[config.mk]
export PLATFORM = sky130hd
export DESIGN_NAME = asmu_top
export DESIGN_NICKNAME = d
export VERILOG_FILES = /design/src/asmu_pkg.sv /design/src/asmu_cond.sv /design/src/asmu_top.sv
export VERILOG_INCLUDE_DIRS = /design/src
export SDC_FILE = /design/constraint.sdc
export NUM_CORES = 1
export LEC_CHECK = 0
export BUFFER_PORTS_ARGS = -buffer_cell sky130_fd_sc_hd__buf_4
export CAP_MARGIN = 30
export CORE_AREA = 3 3 69 84
export DETAILED_ROUTE_END_ITERATION = 16
export DIE_AREA = 0 0 72 87
export HOLD_SLACK_MARGIN = 0.12
export PLACE_DENSITY = 0.93
export SLEW_MARGIN = 20
export SYNTH_ARGS = -nofsm -noshare
export SYNTH_HDL_FRONTEND = slang
export SYNTH_SLANG_ARGS = --single-unit
export TNS_END_PERCENT = 30
[constraint.sdc]
create_clock -name clk -period 5.3 [get_ports clk]
set_clock_uncertainty 0.2 [all_clocks]
set_input_delay 0.53 -clock clk [delete_from_list [all_inputs] [get_ports clk]]
set_output_delay 0.53 -clock clk [all_outputs]
set_load 0.02 [all_outputs]
[src/asmu_defs.svh]
// Constants for the alarm status and mask unit
`ifndef ASMU_DEFS_SVH
`define ASMU_DEFS_SVH

// Configuration port geometry
`define ASMU_ADDR_W 12
`define ASMU_DATA_W 8

// Register byte addresses
`define ASMU_ADDR_SUMMARY 12'h2c0
`define ASMU_ADDR_STATUS 12'h2c1
`define ASMU_ADDR_MASK 12'h2c2
`define ASMU_ADDR_LANES_LO 12'h2c4
`define ASMU_ADDR_LANES_HI 12'h2c5

// Alarm status and mask bit positions
`define ASMU_BIT_FIFO 5
`define ASMU_BIT_PLL 4
`define ASMU_BIT_LINK 3
`define ASMU_BIT_REALIGN 2
`define ASMU_BIT_NCO 1
`define ASMU_BIT_CLK 0

// Field widths and reset values
`define ASMU_ALM_W 6
`define ASMU_LANES 16
`define ASMU_STATUS_RST 6'h3f
`define ASMU_MASK_RST 6'h3f
`define ASMU_LANES_RST 16'hffff
`define ASMU_BYTE_ZERO 8'h00

`endif

[src/asmu_pkg.sv]
// Types shared by the alarm status and mask unit
`include "asmu_defs.svh"

package asmu_pkg;

    // Whole state of the top module, registered as one word
    typedef struct packed {
        logic [`ASMU_ALM_W-1:0] status;
        logic [`ASMU_ALM_W-1:0] mask;
        logic [`ASMU_LANES-1:0] lanes;
        logic link_en;
        logic [`ASMU_DATA_W-1:0] rdata;
        logic rvalid;
        logic alarm;
    } asmu_state_t;

    localparam asmu_state_t ASMU_STATE_RST = '{
        status: `ASMU_STATUS_RST,
        mask: `ASMU_MASK_RST,
        lanes: `ASMU_LANES_RST,
        link_en: 1'b0,
        rdata: `ASMU_BYTE_ZERO,
        rvalid: 1'b0,
        alarm: 1'b0
    };

endpackage

[src/asmu_cond.sv]
// Set conditions of the six alarm sources
`timescale 1ns/1ps
`default_nettype none
`include "asmu_defs.svh"

module asmu_cond
    import asmu_pkg::*;
#(
    parameter int NCO_W = 32,
    parameter int DIV_W = 4
) (
    // Lane FIFO health
    input wire logic [`ASMU_LANES-1:0] lane_fifo_err,
    input wire logic [`ASMU_LANES-1:0] lane_active,
    // PLL and link
    input wire logic pll_locked,
    input wire logic serial_link_enable,
    input wire logic link_start,
    input wire logic mode_64b66b,
    input wire logic link_in_data_state,
    input wire logic link_realign,
    input wire logic sysref_realign,
    // Oscillators and dividers
    input wire logic nco_sync,
    input wire logic [NCO_W-1:0] nco_phase_a,
    input wire logic [NCO_W-1:0] nco_phase_b,
    input wire logic [DIV_W-1:0] div_state_a,
    input wire logic [DIV_W-1:0] div_state_b,
    // Per-source set requests
    output logic [`ASMU_ALM_W-1:0] set_vec
);

    // The comparison function is 64 bits wide, so wider words cannot be served
    if (NCO_W < 1 || NCO_W > 64 || DIV_W < 1 || DIV_W > 64) begin : g_bad_width
        $error("asmu_cond: NCO_W and DIV_W must lie in 1..64");
    end

    // Any bit of two channel copies disagrees
    function automatic logic differs(input logic [63:0] a, input logic [63:0] b);
        differs = (a != b);
    endfunction

    // One combinational term per status bit
    always_comb begin
        set_vec = '0;
        set_vec[`ASMU_BIT_FIFO] = |(lane_fifo_err & lane_active); // see RULE1
        set_vec[`ASMU_BIT_PLL] = !pll_locked; // see RULE3
        // 8b/10b: enabled but not sending data; 64b/66b: start-up or realign
        set_vec[`ASMU_BIT_LINK] = mode_64b66b ? (link_start | link_realign) // see RULE5
            : (serial_link_enable & !link_in_data_state); // see RULE4
        set_vec[`ASMU_BIT_REALIGN] = sysref_realign; // see RULE6
        set_vec[`ASMU_BIT_NCO] = !serial_link_enable | nco_sync // see RULE7
            | differs(64'(nco_phase_a), 64'(nco_phase_b));
        // Divider check stays live even with the link off
        set_vec[`ASMU_BIT_CLK] = differs(64'(div_state_a), 64'(div_state_b)); // see RULE8 see RULE10
    end

endmodule
`default_nettype wire

[src/asmu_top.sv]
// Alarm status, mask and per-lane FIFO alarm registers
// Contract
// RULE1: Any active lane FIFO overflow or underflow sets the FIFO alarm bit.
// RULE2: Status bits stay set until software writes one; zero leaves them.
// RULE3: PLL not locked sets the lock-loss alarm bit.
// RULE4: 8b/10b: link enabled but not in data state sets link alarm.
// RULE5: 64b/66b: link start-up or realignment sets the link alarm.
// RULE6: SYSREF realignment of internal clocks sets the realign alarm.
// RULE7: NCO disabled, synchronized or channel phase mismatch sets oscillator alarm.
// RULE8: Channel A and B clock divider mismatch sets the clock alarm.
// RULE9: Power-on or soft reset sets all six status bits to one.
// RULE10: With link disabled only the clock alarm must be meaningful.
// RULE11: Software clears all alarms after enabling the serial link.
// RULE12: Set mask bits keep matching status bits out of the summary.
// RULE13: Lane i overflow or underflow sets per-lane alarm bit i.
// RULE14: Write-one clears a lane bit; resets all ones; persistent fault resets.
// RULE15: Write-one to FIFO status bit clears all per-lane bits.
// RULE16: Read-only summary bit is set while any unmasked status bit set.
// RULE17: A set in the same cycle as a clear wins.
`timescale 1ns/1ps
`default_nettype none
`include "asmu_defs.svh"

module asmu_top
    import asmu_pkg::*;
#(
    parameter int NCO_W = 32,
    parameter int DIV_W = 4
) (
    // Clock and reset
    input wire logic clk,
    input wire logic rst_n,
    input wire logic soft_reset,
    // Configuration port
    input wire logic cfg_wr_en,
    input wire logic cfg_rd_en,
    input wire logic [`ASMU_ADDR_W-1:0] cfg_addr,
    input wire logic [`ASMU_DATA_W-1:0] cfg_wdata,
    output logic [`ASMU_DATA_W-1:0] cfg_rdata,
    output logic cfg_rvalid,
    // Lane FIFO health
    input wire logic [`ASMU_LANES-1:0] lane_fifo_err,
    input wire logic [`ASMU_LANES-1:0] lane_active,
    // PLL and link
    input wire logic pll_locked,
    input wire logic serial_link_enable,
    input wire logic mode_64b66b,
    input wire logic link_in_data_state,
    input wire logic link_realign,
    input wire logic sysref_realign,
    // Oscillators and dividers
    input wire logic nco_sync,
    input wire logic [NCO_W-1:0] nco_phase_a,
    input wire logic [NCO_W-1:0] nco_phase_b,
    input wire logic [DIV_W-1:0] div_state_a,
    input wire logic [DIV_W-1:0] div_state_b,
    // Hardware alarm output
    output logic alarm_out
);

    // Phase and divider words pass through a 64-bit compare, so wider ones are refused
    if (NCO_W < 1 || NCO_W > 64) begin : g_bad_nco
        $error("asmu_top: NCO_W must lie in 1..64");
    end
    if (DIV_W < 1 || DIV_W > 64) begin : g_bad_div
        $error("asmu_top: DIV_W must lie in 1..64");
    end

    asmu_state_t st_q;
    asmu_state_t st_d;
    logic [`ASMU_ALM_W-1:0] set_vec;
    logic [`ASMU_ALM_W-1:0] stat_clr;
    logic [`ASMU_LANES-1:0] lane_clr;
    logic [`ASMU_ALM_W-1:0] keep_v;
    logic link_start;
    logic wr_status;

    // Strobe aimed at one register byte; the write decodes below use it, the read decode uses a case on cfg_addr
    function automatic logic hits(input logic en, input logic [`ASMU_ADDR_W-1:0] a,
        input logic [`ASMU_ADDR_W-1:0] target);
        hits = en && (a == target);
    endfunction

    // Start-up of the link seen as the enable rising
    assign link_start = serial_link_enable & !st_q.link_en;

    asmu_cond #(
        .NCO_W(NCO_W),
        .DIV_W(DIV_W)
    ) u_cond (
        .lane_fifo_err(lane_fifo_err),
        .lane_active(lane_active),
        .pll_locked(pll_locked),
        .serial_link_enable(serial_link_enable),
        .link_start(link_start),
        .mode_64b66b(mode_64b66b),
        .link_in_data_state(link_in_data_state),
        .link_realign(link_realign),
        .sysref_realign(sysref_realign),
        .nco_sync(nco_sync),
        .nco_phase_a(nco_phase_a),
        .nco_phase_b(nco_phase_b),
        .div_state_a(div_state_a),
        .div_state_b(div_state_b),
        .set_vec(set_vec)
    );

    // Write-one clear strobes decoded from the port
    always_comb begin
        wr_status = hits(cfg_wr_en, cfg_addr, `ASMU_ADDR_STATUS);
        stat_clr = wr_status ? cfg_wdata[`ASMU_ALM_W-1:0] : '0; // see RULE2
        lane_clr = '0;
        // Lane record is cleared a byte at a time, no atomic pairing
        if (hits(cfg_wr_en, cfg_addr, `ASMU_ADDR_LANES_LO)) begin
            lane_clr[`ASMU_DATA_W-1:0] = cfg_wdata; // see RULE14
        end
        if (hits(cfg_wr_en, cfg_addr, `ASMU_ADDR_LANES_HI)) begin
            lane_clr[`ASMU_LANES-1:`ASMU_DATA_W] = cfg_wdata;
        end
        // Clearing the FIFO summary empties the lane record too
        if (wr_status && cfg_wdata[`ASMU_BIT_FIFO]) begin
            lane_clr = '1; // see RULE15
        end
        // Surviving status bits, watched by the sticky check
        keep_v = st_q.status & ~stat_clr;
    end

    // Next state: sets are ORed after clears, so sets win
    always_comb begin
        st_d = st_q;
        st_d.link_en = serial_link_enable;
        st_d.status = (st_q.status & ~stat_clr) | set_vec; // see RULE2 see RULE17
        st_d.lanes = (st_q.lanes & ~lane_clr) | lane_fifo_err; // see RULE13 see RULE14
        // Mask is plain read-write storage
        if (hits(cfg_wr_en, cfg_addr, `ASMU_ADDR_MASK)) begin
            st_d.mask = cfg_wdata[`ASMU_ALM_W-1:0];
        end
        // Read data reflects the state before this edge
        st_d.rvalid = cfg_rd_en;
        st_d.rdata = `ASMU_BYTE_ZERO;
        if (cfg_rd_en) begin
            case (cfg_addr)
                `ASMU_ADDR_SUMMARY: st_d.rdata = {7'h00, st_q.alarm};
                `ASMU_ADDR_STATUS: st_d.rdata = {2'h0, st_q.status};
                `ASMU_ADDR_MASK: st_d.rdata = {2'h0, st_q.mask};
                `ASMU_ADDR_LANES_LO: st_d.rdata = st_q.lanes[`ASMU_DATA_W-1:0];
                `ASMU_ADDR_LANES_HI: st_d.rdata = st_q.lanes[`ASMU_LANES-1:`ASMU_DATA_W];
                default: st_d.rdata = `ASMU_BYTE_ZERO;
            endcase
        end
        // Summary follows the registered status and mask
        st_d.alarm = |(st_d.status & ~st_d.mask); // see RULE12 see RULE16
        // Soft reset behaves like the port reset for the registers
        if (soft_reset) begin
            st_d = ASMU_STATE_RST; // see RULE9
        end
    end

    // Single state register, synchronous reset
    always_ff @(posedge clk) begin
        if (!rst_n) begin
            st_q <= ASMU_STATE_RST; // see RULE9
        end else begin
            st_q <= st_d;
        end
    end

    assign cfg_rdata = st_q.rdata;
    assign cfg_rvalid = st_q.rvalid;
    assign alarm_out = st_q.alarm;
endmodule
`default_nettype wire

==> impl_metrics.toml <==
[setup_path]
reg2reg_slack_ns = 3.68
cp-end-kind = "flip-flop"
criticalPathCategory = "input port to flip-flop"
cp.arrival_ns = 2.65
reg2reg_to = "alarm_out"
critPathLaunchType = "input port"
cp.required_ns = 5.24
worst-r2r-cell-count = 4
r2r-start = "st_q[38]"
worstPathMaxFanout = 12

[sta]
fin_tns_setup_ns = 0
slew_headroom = 0.443
slew_violations = 0
period_share = 0.512
fin_ws_ns = 2.59
min_period_ns = 2.71
rsz0062_at_grt = "no"
fmax_mhz = 369
whs_ns = 0.233
hold_viol_final = 0
setup_viol = 0
tightest_slew_ns = 0.835

[finish]
final_layout_size_suffix_gt1_frac = 0.409
num-nets-final = 526
num_antenna_cells = 0
syn_to_final_growth_pct = 50.9
fin_util = 0.688
nFillCells = 388

[cts]
cts_tree = "built"
cts_buffers = 5
root_buffer = "clkbuf_8"
clk_path_buf_depth = 2
postCtsSetupRepairBufs = 0
cts_resized = 0
clkTransAtPathRegs_ns = 0.08
clkLatencyLatePin_ns = 0.30
ctsHoldBuffers = 0
cts.sinks = 39
htreeDepth = 2

[route]
drc = 0
ant_nets = 0
drtPass1Iterations = 5
routed_wl_mm = 7.51
wl_per_cell_um = 16.6
detail_route.iter0.violations = 231
via_per_inst = 5.72
num_vias = 2579

[global_route]
overflow = 0
grt_antenna_before_repair = 0
grt_pass1_wl_mm = 11.6
grt_max_degree = 22
grt_use_total = 0.239
grt_pass1_vias = 2594

[worst_hold_path]
hold_path_class = "input port to flip-flop"
hold_start = "lane_fifo_err[13]"
worstHoldPathCells = 2
min_to = "st_q[24]"

[synth]
synth_top_cell_area_share = 0.342
synth_edf_count = 0
synth_area_mm2 = 0.00228
ys.flop_type = "dfxtp_1"
synth_cells = 255
seq_area_frac_synth = 0.342
yosysTopAreaCell = "dfxtp_1"
yosys-top-cells-count = "dfxtp_1 (39), nand2_1 (31), a22oi_1 (21), xnor2_1 (20), a311o_1 (14)"
synth.net_count = 391
yosysWarningCount = 0
async_flop_share = 0
synthDistinctLibCells = 42
synth_most_common_cell = "dfxtp_1"
avgSynthCellArea_um2 = 8.96
ys_top_cells_by_area = "dfxtp_1 (34%), xnor2_1 (7.7%), a22oi_1 (6.9%), a311o_1 (6.1%), nand2_1 (5.1%)"
synth_seq_cells = 39

[floorplanning]
row_count = 28
initial_core_util = 0.456
io_pins = 146
die_w_um = 72
die_area_mm2 = 0.00626
coreArea_mm2 = 0.00501
chipHeight_um = 87

[placed_design]
routabilityCongestion = 0.944
port_buffers = 145
pre_cts_ws_ns = 2.31
place_hpwl_mm = 6.26

[run]
maxCapViolCount = 0

[power]
powerDensity_mw_per_mm2 = 191
max-vdd-ir-drop_uv = 101
finalPower_uw = 658
leakagePower_uw = 0.00146

[run_status]
status = "complete, no violations"
[worst max path at each step]
stage                      endpoint   startpoint
after CTS                 alarm_out  cfg_addr[8]
after floorplan            st_q[11]  cfg_addr[8]
final                     alarm_out  cfg_addr[8]
after global routing      alarm_out  cfg_addr[8]
after detailed placement  alarm_out  cfg_addr[8]
after global placement    alarm_out  cfg_addr[8]
[power breakdown]
part / leakage [µW] / internal [µW] / switching (µW) / total (µW)
logic: 0.00110 / 88.3 / 52.1 / 140
clock network: 0.0000505 / 118 / 106 / 224
registers: 0.000316 / 293 / 0.167 / 294
total: 0.00146 / 500 / 158 / 658
[metrics by stage]
step	std cells	area, µm²
floorplan	255	2280
global placement	443	3340
detailed placement	443	3340
CTS	451	3450
global route	451	3450
finish	451	3450
[per-layer routing]
layer,part of all wire,global-route usage,vias to the layer above
li1,-,-,1223
met1,0.33,0.246,1163
met2,0.53,0.438,174
met3,0.12,0.0693,19
met4,0.029,0.111,0
met5,0,0,-
[flip-flops by register name, indices dropped and copies added, names as in the netlist]
register    count
alarm_out       1
st_q           29
cfg_rdata       8
cfg_rvalid      1
[cell usage in the layout (no fill, tap or decap), types with 2 or more instances in the layout]
master,n
nor2_1,4
nand3_1,4
a22oi_1,21
a311o_1,14
a21oi_1,9
nor4_1,5
nor2b_1,4
xor2_1,13
xnor2_1,20
and2_1,5
buf_4,145
o21ai_0,8
nand2b_1,2
dfxtp_1,39
clkbuf_8,7
and3b_1,2
nand4_1,11
a211o_1,5
a211oi_1,2
nand2_1,31
nor3_1,2
o221ai_1,2
o2bb2ai_1,2
o22ai_1,5
nor4bb_1,2
inv_1,7
mux2i_1,6
[layout make-up]
type                       count  area [µm²]  share of cell area
multi-input combinational    192        1370               0.398
clock buffer                   7        96.3              0.0279
sequential                    39         781               0.226
timing repair buffer         145        1090               0.316
inverter                       7        26.3             0.00762
tap                           60        75.1              0.0218
clock inverter                 1        7.51             0.00218
[kinds of logic (layout without fill, tap and decap cells)]
group,Yosys count,after routing,synth area share
XOR/XNOR,33,33,0.127
buffers and inverters,24,160,0.0570
AO/OA/AOI/OAI,71,71,0.233
flip-flops,39,39,0.342
AND/OR/NAND/NOR,81,81,0.211
multiplexers,7,7,0.0312
[critical path, cell delays in order]
cell	delay (ns)
buf_4	0.12
nor4b_4	0.45
nand4_1	0.56
mux2_2	0.41
o221ai_1	0.12
nor4_1	0.33
o22ai_1	0.13
Power figures use the tool's default switching activity.
